===== config.mk =====
export PLATFORM = sky130hd
export DESIGN_NAME = vmc_mode_register
export DESIGN_NICKNAME = d
export VERILOG_FILES = /design/src/design/vmc_pkg.sv /design/src/design/vmc_arm_detect.sv /design/src/design/vmc_mode_register.sv
export SDC_FILE = /design/constraint.sdc
export NUM_CORES = 1
export LEC_CHECK = 0
export ABC_CLOCK_PERIOD_IN_PS = 2350
export BUFFER_PORTS_ARGS = -buffer_cell sky130_fd_sc_hd__buf_2
export CAP_MARGIN = 0
export CORE_AREA = 2 2 96 98
export CTS_BUF_LIST = sky130_fd_sc_hd__clkbuf_8
export DETAILED_ROUTE_END_ITERATION = 16
export DIE_AREA = 0 0 98 100
export GPL_TIMING_DRIVEN = 0
export HOLD_SLACK_MARGIN = 0.1
export PLACE_DENSITY = 0.66
export SYNTH_ARGS = -nofsm -noshare
export SYNTH_HDL_FRONTEND = slang
export SYNTH_SLANG_ARGS = --single-unit

===== constraint.sdc =====
create_clock -name clk -period 2.35 [get_ports clk]
set_clock_uncertainty 0.15 [all_clocks]
set_input_delay 0 -clock clk [delete_from_list [all_inputs] [get_ports clk]]
set_output_delay 0 -clock clk [all_outputs]
set_load 0.1 [all_outputs]

===== src/design/vmc_pkg.sv =====
/*
  Shared constants and carrier types for the vendor mode configuration
  register. Assumes a 50 MHz core clock and one synchronous reset.
*/
package vmc_pkg;

  // Command code of the mode register on the command interface
  localparam logic [7:0]  CMD_VENDOR_MODE   = 8'hd1;
  localparam logic [15:0] MODE_RESET_VALUE  = 16'h0000;

  // Field positions
  localparam int ROLE_LSB        = 14;
  localparam int ALERT_BIT       = 13;
  localparam int ORDER_BIT       = 12;
  localparam int SOFT_RESET_BIT  = 11;
  localparam int LOCK_BIT        = 10;
  localparam int CONV_TIME_LSB   = 6;
  localparam int FAULT_IGN_BIT   = 4;
  localparam int AVERAGE_LSB     = 2;

  // Cascade role codes
  localparam logic [1:0] ROLE_COMMON       = 2'h0;
  localparam logic [1:0] ROLE_TARGET       = 2'h1;
  localparam logic [1:0] ROLE_CTRL_LATCH   = 2'h2;
  localparam logic [1:0] ROLE_CTRL_RETRY   = 2'h3;

  // Timing
  localparam int CLK_PERIOD_NS     = 20;
  localparam int ARM_WINDOW_MS     = 8;
  // Longest time: rounds down
  localparam int ARM_WINDOW_CYCLES = (ARM_WINDOW_MS * 1000000) / CLK_PERIOD_NS;
  localparam int CONV_BASE_US      = 1;
  localparam int CONV_BASE_CYCLES_I = (CONV_BASE_US * 1000) / CLK_PERIOD_NS;
  localparam logic [9:0] CONV_BASE_CYCLES = 10'(CONV_BASE_CYCLES_I);
  localparam int ARM_COUNT_W       = 20;

  // Stored mode fields
  typedef struct packed {
    logic [1:0] cascadeRoleSelect;
    logic       alertEnable;
    logic       orderingStyleSelect;
    logic       softResetArm;
    logic       lockArm;
    logic [1:0] convTimeCode;
    logic       faultIgnore;
    logic [1:0] averageCode;
  } vmc_mode_t;

  // Decoded cascade role
  typedef struct packed {
    logic common;
    logic target;
    logic ctrlLatchoff;
    logic ctrlRetry;
  } vmc_role_t;

endpackage


===== src/design/vmc_arm_detect.sv =====
/*
  Set-clear-set detector for one arming bit of the mode register.
  Assumes wrStrobe is a one-cycle pulse per register write and bitValue
  is the written value of the watched bit in that cycle.
*/
`timescale 1ns/1ps
module vmc_arm_detect #(
  parameter int WINDOW_CYCLES = vmc_pkg::ARM_WINDOW_CYCLES
) (
  // Clock and reset
  input  wire logic clk,
  input  wire logic reset,
  // Write of the watched bit
  input  wire logic wrStrobe,
  input  wire logic bitValue,
  // One-cycle action pulse
  output logic      fire
);

  typedef enum logic [1:0] {ARM_IDLE, ARM_SET, ARM_CLEARED} vmc_arm_state_t;

  // Last count inside the window, cut to the counter width on purpose
  localparam int                              LAST_COUNT_I = WINDOW_CYCLES - 1;
  localparam logic [vmc_pkg::ARM_COUNT_W-1:0] LAST_COUNT   =
    LAST_COUNT_I[vmc_pkg::ARM_COUNT_W-1:0];

  vmc_arm_state_t                   state;
  logic [vmc_pkg::ARM_COUNT_W-1:0]  count;
  logic                             expired;

  assign expired = (count >= LAST_COUNT);

  // Window is timed from the first set write
  always_ff @(posedge clk)
  begin
    if (reset || state == ARM_IDLE)
      count <= '0;
    else if (!expired)
      count <= count + 1'b1;
  end

  always_ff @(posedge clk)
  begin
    if (reset)
    begin
      state <= ARM_IDLE;
      fire  <= 1'b0;
    end
    else
    begin
      fire <= 1'b0;
      case (state)
        ARM_IDLE:
          if (wrStrobe && bitValue)
            state <= ARM_SET;
        ARM_SET:
          if (expired)
            state <= (wrStrobe && bitValue) ? ARM_SET : ARM_IDLE; // RULE_15
          else if (wrStrobe && !bitValue)
            state <= ARM_CLEARED;
        ARM_CLEARED:
          if (wrStrobe && bitValue && !expired)
          begin
            fire  <= 1'b1;
            state <= ARM_IDLE;
          end
          else if (expired)
            state <= ARM_IDLE; // RULE_15
        default:
          state <= ARM_IDLE;
      endcase
    end
  end

  window_abandon_a: assert property (@(posedge clk) disable iff (reset) // RULE_15
    (state == ARM_CLEARED && expired) |=> (!fire && state != ARM_CLEARED))
    else $error("arming sequence survived its window");

  fire_cause_a: assert property (@(posedge clk) disable iff (reset) // RULE_06
    fire |-> ($past(wrStrobe) && $past(bitValue) && $past(state) == ARM_CLEARED))
    else $error("arming pulse without a final set write");

endmodule


===== src/design/vmc_mode_register.sv =====
/*
  Vendor mode configuration register: a 16-bit command register holding
  the cascade role, alert response gate, ordering style, two armed
  actions, converter time, fault-input gate and averaging selection.
  Assumes the command interface decoder delivers one-cycle write and read
  strobes with the command code, and that password unlock and alert
  response address reads arrive as one-cycle pulses from their owners.
*/
// Function
// [RULE_01] Bits 15:14 pick role: 00 common/single device, 01 cascaded target.
// [RULE_02] Role 10 is cascaded controller latching off, 11 cascaded controller retrying.
// [RULE_03] Host keeps multi-device secondary group out of cascaded sequencing.
// [RULE_04] Bit 13 gates whether alert response address reads are answered.
// [RULE_05] Bit 12 picks time-based (0) or event-based timeslot (1) sequencing.
// [RULE_06] Bit 11 set, cleared, set within 8 ms causes a soft reset.
// [RULE_07] Bit 10 set, cleared, set within 8 ms enters password protection.
// [RULE_08] Lock arming bit clears itself whenever the password is unlocked; a same-cycle write setting the bit wins here.
// [RULE_09] Host does at most 256 lock/unlock cycles before reset or power cycle.
// [RULE_10] Bits 9:8 always read zero.
// [RULE_11] Bits 7:6 set conversion time 1, 2, 4 or 8 microseconds.
// [RULE_12] Host leaves the register alone while supplies are running.
// [RULE_13] Bit 4 clear: low fault input shuts global channels; set: ignored.
// [RULE_14] Bits 3:2 select averaging of none, 2, 4 or 8 samples.
// [RULE_15] Arming window runs from first set; expiry abandons the sequence.
`timescale 1ns/1ps
module vmc_mode_register #(
  parameter int ARM_WINDOW_CYCLES = vmc_pkg::ARM_WINDOW_CYCLES
) (
  // Clock and reset
  input  wire logic        clk,
  input  wire logic        reset,
  // Command interface
  input  wire logic        cmdWrite,
  input  wire logic        cmdRead,
  input  wire logic [7:0]  cmdCode,
  input  wire logic [15:0] writeData,
  output logic [15:0]      readData,
  output logic             readValid,
  // Alert response address
  input  wire logic        araRequest,
  output logic             araAck,
  // Password and fault input
  input  wire logic        passwordUnlock,
  input  wire logic        faultInLow,
  // Mode outputs
  output vmc_pkg::vmc_mode_t mode,
  output vmc_pkg::vmc_role_t role,
  output logic             lockActive,
  output logic             softResetPulse,
  output logic             globalShutdown,
  output logic [9:0]       convCycles,
  output logic [3:0]       averageSamples
);

  logic               modeWrite;
  logic               lockFire;
  logic               lockSetWrite;
  vmc_pkg::vmc_mode_t next_mode;

  assign modeWrite    = cmdWrite && (cmdCode == vmc_pkg::CMD_VENDOR_MODE);
  assign lockSetWrite = modeWrite && writeData[vmc_pkg::LOCK_BIT];

  always_comb
  begin
    next_mode.cascadeRoleSelect   = writeData[vmc_pkg::ROLE_LSB +: 2];
    next_mode.alertEnable         = writeData[vmc_pkg::ALERT_BIT]; // RULE_04
    next_mode.orderingStyleSelect = writeData[vmc_pkg::ORDER_BIT]; // RULE_05
    next_mode.softResetArm        = writeData[vmc_pkg::SOFT_RESET_BIT];
    next_mode.lockArm             = writeData[vmc_pkg::LOCK_BIT];
    next_mode.convTimeCode        = writeData[vmc_pkg::CONV_TIME_LSB +: 2];
    next_mode.faultIgnore         = writeData[vmc_pkg::FAULT_IGN_BIT];
    next_mode.averageCode         = writeData[vmc_pkg::AVERAGE_LSB +: 2];
  end

  // Stored fields; a write setting the lock bit beats a same-cycle unlock
  always_ff @(posedge clk)
  begin
    if (reset)
      mode <= '0;
    else if (modeWrite)
      mode <= next_mode; // RULE_01
    else if (passwordUnlock)
      mode.lockArm <= 1'b0; // RULE_08
  end

  // Decoded role, kept in step with the stored field
  always_ff @(posedge clk)
  begin
    if (reset)
      role <= '{common: 1'b1, target: 1'b0, ctrlLatchoff: 1'b0, ctrlRetry: 1'b0};
    else if (modeWrite)
    begin
      role.common       <= (next_mode.cascadeRoleSelect == vmc_pkg::ROLE_COMMON); // RULE_01
      role.target       <= (next_mode.cascadeRoleSelect == vmc_pkg::ROLE_TARGET); // RULE_01
      role.ctrlLatchoff <= (next_mode.cascadeRoleSelect == vmc_pkg::ROLE_CTRL_LATCH); // RULE_02
      role.ctrlRetry    <= (next_mode.cascadeRoleSelect == vmc_pkg::ROLE_CTRL_RETRY); // RULE_02
    end
  end

  // Converter time and averaging, both scaled by a power of two of the code
  always_ff @(posedge clk)
  begin
    if (reset)
    begin
      convCycles     <= vmc_pkg::CONV_BASE_CYCLES;
      averageSamples <= 4'h1;
    end
    else if (modeWrite)
    begin
      convCycles     <= vmc_pkg::CONV_BASE_CYCLES << next_mode.convTimeCode; // RULE_11
      averageSamples <= 4'h1 << next_mode.averageCode; // RULE_14
    end
  end

  // Read-back; reserved bits forced to zero
  always_ff @(posedge clk)
  begin
    if (reset)
    begin
      readData  <= 16'h0000;
      readValid <= 1'b0;
    end
    else
    begin
      readValid <= cmdRead && (cmdCode == vmc_pkg::CMD_VENDOR_MODE);
      if (cmdRead && (cmdCode == vmc_pkg::CMD_VENDOR_MODE))
        readData <= {mode.cascadeRoleSelect, mode.alertEnable, mode.orderingStyleSelect,
                     mode.softResetArm, mode.lockArm, 2'h0, // RULE_10
                     mode.convTimeCode, 1'b0, mode.faultIgnore, mode.averageCode, 2'h0};
    end
  end

  // Alert response address reads answered only when enabled
  always_ff @(posedge clk)
  begin
    if (reset)
      araAck <= 1'b0;
    else
      araAck <= araRequest && mode.alertEnable; // RULE_04
  end

  // Shared fault input gate
  always_ff @(posedge clk)
  begin
    if (reset)
      globalShutdown <= 1'b0;
    else
      globalShutdown <= faultInLow && !mode.faultIgnore; // RULE_13
  end

  // Armed actions; the arming bits must see a written clear between sets
  vmc_arm_detect #(
    .WINDOW_CYCLES (ARM_WINDOW_CYCLES)
  ) softResetArmer (
    .clk      (clk),
    .reset    (reset),
    .wrStrobe (modeWrite),
    .bitValue (writeData[vmc_pkg::SOFT_RESET_BIT]),
    .fire     (softResetPulse)
  ); // RULE_06

  vmc_arm_detect #(
    .WINDOW_CYCLES (ARM_WINDOW_CYCLES)
  ) lockArmer (
    .clk      (clk),
    .reset    (reset),
    .wrStrobe (modeWrite),
    .bitValue (writeData[vmc_pkg::LOCK_BIT]),
    .fire     (lockFire)
  ); // RULE_07

  // Lock wins over a same-cycle unlock so no lock request is lost
  always_ff @(posedge clk)
  begin
    if (reset)
      lockActive <= 1'b0;
    else if (lockFire)
      lockActive <= 1'b1; // RULE_07
    else if (passwordUnlock)
      lockActive <= 1'b0; // RULE_08
  end

  role_write_a: assert property (@(posedge clk) disable iff (reset) // RULE_01
    modeWrite |=> (mode.cascadeRoleSelect == $past(writeData[15:14])
                   && role.target == ($past(writeData[15:14]) == 2'h1)
                   && role.common == ($past(writeData[15:14]) == 2'h0)))
    else $error("cascade role not taken from write");

  ctrl_role_a: assert property (@(posedge clk) disable iff (reset) // RULE_02
    (modeWrite && writeData[15]) |=> (role.ctrlRetry == $past(writeData[14])
                                      && role.ctrlLatchoff == !$past(writeData[14])))
    else $error("controller role decode wrong");

  ara_gate_a: assert property (@(posedge clk) disable iff (reset) // RULE_04
    araRequest |=> (araAck == $past(mode.alertEnable)))
    else $error("alert response not gated by enable");

  ordering_style_a: assert property (@(posedge clk) disable iff (reset) // RULE_05
    modeWrite |=> (mode.orderingStyleSelect == $past(writeData[12])))
    else $error("ordering style not written");

  soft_reset_a: assert property (@(posedge clk) disable iff (reset) // RULE_06
    softResetPulse |-> ($past(modeWrite) && $past(writeData[11])) ##1 !softResetPulse)
    else $error("soft reset without final set write or too long");

  lock_enter_a: assert property (@(posedge clk) disable iff (reset) // RULE_07
    $rose(lockActive) |-> ($past(modeWrite, 2) && $past(writeData[10], 2)))
    else $error("lock entered without final set write");

  unlock_clear_a: assert property (@(posedge clk) disable iff (reset) // RULE_08
    (passwordUnlock && !lockSetWrite && !lockFire) |=> (!mode.lockArm && !lockActive))
    else $error("unlock did not clear lock");

  reserved_zero_a: assert property (@(posedge clk) disable iff (reset) // RULE_10
    (cmdRead && cmdCode == vmc_pkg::CMD_VENDOR_MODE) |=> (readValid && readData[9:8] == 2'h0
                                                          && readData[5] == 1'b0
                                                          && readData[1:0] == 2'h0))
    else $error("read not answered or reserved bits nonzero");

  conv_time_a: assert property (@(posedge clk) disable iff (reset) // RULE_11
    modeWrite |=> (convCycles == (10'd50 << $past(writeData[7:6]))))
    else $error("conversion time count wrong");

  fault_gate_a: assert property (@(posedge clk) disable iff (reset) // RULE_13
    faultInLow |=> (globalShutdown == !$past(mode.faultIgnore)))
    else $error("fault input gating wrong");

  average_count_a: assert property (@(posedge clk) disable iff (reset) // RULE_14
    modeWrite |=> (averageSamples == (4'h1 << $past(writeData[3:2]))))
    else $error("averaging count wrong");

endmodule


==> run metrics <==
status completed; total routed wirelength 8890 um; largest family of logic cells by synthesized area simple AND/OR/NAND/NOR gates; prevailing post-synth register cell dfxtp_1; I/O Pins slightly above 80; placed cells 626; Setup crit end kind flip-flop; clk_lat worst skew approximately 0.34 ns; Post-route DRC 0; Netlist cell types 59; Total GRT Usage 18.0%; synthesis-to-finish area growth 22.2%; row cnt 35; fin util a little over half; clk root buf clkbuf_8; die footprint 9800 um^2; routed wire length per instance 13.5 um; CTS Buffer Depth 2; Hold Path Sink convCycles[7]$_SDFFE_PP0N_; Slew @ Worst Pin between 0.6 and 0.7 ns; setup slack after layout 0.154 ns; Synth Area in XOR/XNOR 4.11%; H-tree Lvls 3; most frequent cells in the layout 87 x dfxtp_1, 71 x buf_2, 67 x nand2_1; Initial Util 43.1%; post-route setup TNS 0 ns; Crit Path Category flip-flop to flip-flop; Power Dens Cells 552 nW/um^2; startpoint types flip-flop; fraction of registers with async set/reset 0%; FF-to-FF End lockArmer.count[10]$_SDFFE_PP0P_; Final setup viols 0; Post-synth EDFFs 0; commonest non-fill, non-tap cell in the layout dfxtp_1; R2R setup slack 0.15 ns; vias 3,402; Vias/cell 5.16; Max VDD drop roughly 0.00040 V; Die Ht 100 um; WP data arrival 2.33 ns; Seq/Total Area, Yosys 45.4%; Synth Area in Compound Gates between 10 and 15%; layout cells sized above 1 20.4%; maximum capacitance violations 0; Tot Pwr 2.59 mW; Place WS 0.203 ns; DR iter-0 viols 99; #FFs+latches synth 87; leakage component of the power 1.88 nW; Fin. Hold Viols 0; WHS Path Cells 5; CTS Sinks 87; Design Area, Final 4690 um^2; clock-pin slew on the worst setup and hold paths 0.09 ns; Worst Hold Launch cmdWrite; largest net degree at the start of global routing 17; RSZ-0062 raised after global routing false; fin nets between 500 and 600; Final ANT Viol Nets 0; Avg Cell Area, Syn approximately 8.7 um^2; n_diodes 0; antenna violations before repair 0; Post-Synth Adder-Cell Area 1.96%; Reg2Reg Launch Point lockArmer.count[0]$_SDFFE_PP0P_; # fillers 865; Peak Freq 455 MHz; Worst Hold Class input pin to flip-flop; worst reg-to-reg path cell count 7; RD Place Congestion 0.853; Yosys warning count 0; Horiz. Die Dim 98 um; Max-slew headroom between 50 and 60%; # port buffers 67; vias in the first global route 3,116; leading area contributor after synthesis dfxtp_1; top cells by area, synth dfxtp_1 45%, nand2_1 6.6%, nor2_1 4.9%, a21oi_1 3.9%, mux2i_1 3.7%; fin cells approximately 660; WHS ~0.11 ns; GR Overflow Total 0; DP Wirelength roughly 6400 um; Setup Buffers After CTS 0; CTS tree yes; first drt pass iteration count 4; first-pass GRT wire length 14,500 um; Worst EP required 2.49 ns; minimum clock period 2.20 ns; CORE AREA 8890 um^2; CTS buffer count 9; period utilisation layout approximately 93%; Final Max Slew Viols 0; crit-path max FO 10; Gate Count Post-Synth between 400 and 500; Post-Syn Area ~3800 um^2; mux cell area share after synthesis 3.65%; Post-DP Area 4330 um^2; share of the synthesized area in the top cell type a little under half; Simple-Gate Fraction of Synth Area 27.9%
[routing by layer]
metal,up-vias,GRT usage (%),wire [um]
li1,1739,-,-
met1,1595,23.8,4200
met2,60,30.3,4300
met3,8,3.34,294
met4,0,4.70,91
met5,-,0,0
[kinds of logic (layout without fill, tap and decap cells)]
group,Yosys count,after routing
xor gates and xnor gates,18,18
adders and majority gates,6,6
buffers and inverters,30,130
and+or+nand+nor,212,212
AOI/OAI and AO/OA,74,74
other,1,7
DFF,87,87
muxes,14,14
[worst max-delay path, stage by stage, from the launching register on]
cell and delay, ns:
dfxtp_1 0.35, ha_1 0.26, and3_4 0.21, a211oi_4 0.33, o21ai_2 0.11, buf_6 0.15
or4_1 0.51, nand2_1 0.08
[synthesized netlist by cell type, drive strengths merged, types with 9 or more instances]
library cell / n
dfxtp: 87
nand2: 67
nor2: 51
a21oi: 31
nand3: 15
buf: 14
mux2i: 14
xnor2: 14
nor3: 13
clkbuf: 12
o21ai: 12
nand4: 10
nor4: 10
o211ai: 9
[area by class of cell]
class	count	area, um^2	share of cell area (%)
clock buffer	9	124	2.64
timing repair buffer	84	505	10.8
tap	111	139	2.96
clock inverter	7	60.1	1.28
inverter	4	15.0	0.320
buffer	26	140	2.99
sequential	87	1740	37.2
multi-input combinational	331	1960	41.8
[timing repair]
action	in CTS	in global routing
setup endpoints to repair	0	0
gates resized for setup	0	0
hold buffers	17	0
endpoints found under the hold margin	40	0
[worst max path at each step]
| stage | startpoint | endpoint | depth (start not counted) |
|---|---|---|---|
| 2_1_floorplan | lockArmer.count[0]$_SDFFE_PP0P_ | lockArmer.count[10]$_SDFFE_PP0P_ | 7 |
| 3_3_place_gp | lockArmer.count[0]$_SDFFE_PP0P_ | lockArmer.count[10]$_SDFFE_PP0P_ | 7 |
| 3_5_place_dp | lockArmer.count[0]$_SDFFE_PP0P_ | lockArmer.count[10]$_SDFFE_PP0P_ | 7 |
| 4_1_cts | lockArmer.count[0]$_SDFFE_PP0P_ | lockArmer.count[10]$_SDFFE_PP0P_ | 7 |
| 5_1_grt | softResetArmer.count[13]$_SDFFE_PP0P_ | softResetArmer.count[9]$_SDFFE_PP0P_ | 5 |
| 6_report | lockArmer.count[0]$_SDFFE_PP0P_ | lockArmer.count[10]$_SDFFE_PP0P_ | 7 |
[report_power, final]
| part | internal [mW] | switching [mW] | leakage [nW] | total, mW |
|---|---|---|---|---|
| Combinational | 0.0491 | 0.101 | 1.08 | 0.150 |
| Clock | 0.397 | 0.564 | 0.0923 | 0.961 |
| Sequential | 1.47 | 0.000745 | 0.701 | 1.48 |
[state kept, by name (all words and copies together), names as in the netlist, 2 cells and up]
name,flops
convCycles,8
role,4
lockArmer.state,2
softResetArmer.count,20
mode,10
lockArmer.count,20
readData,11
softResetArmer.state,2
averageSamples,4
Note: power is estimated with default switching activity, not from simulation.
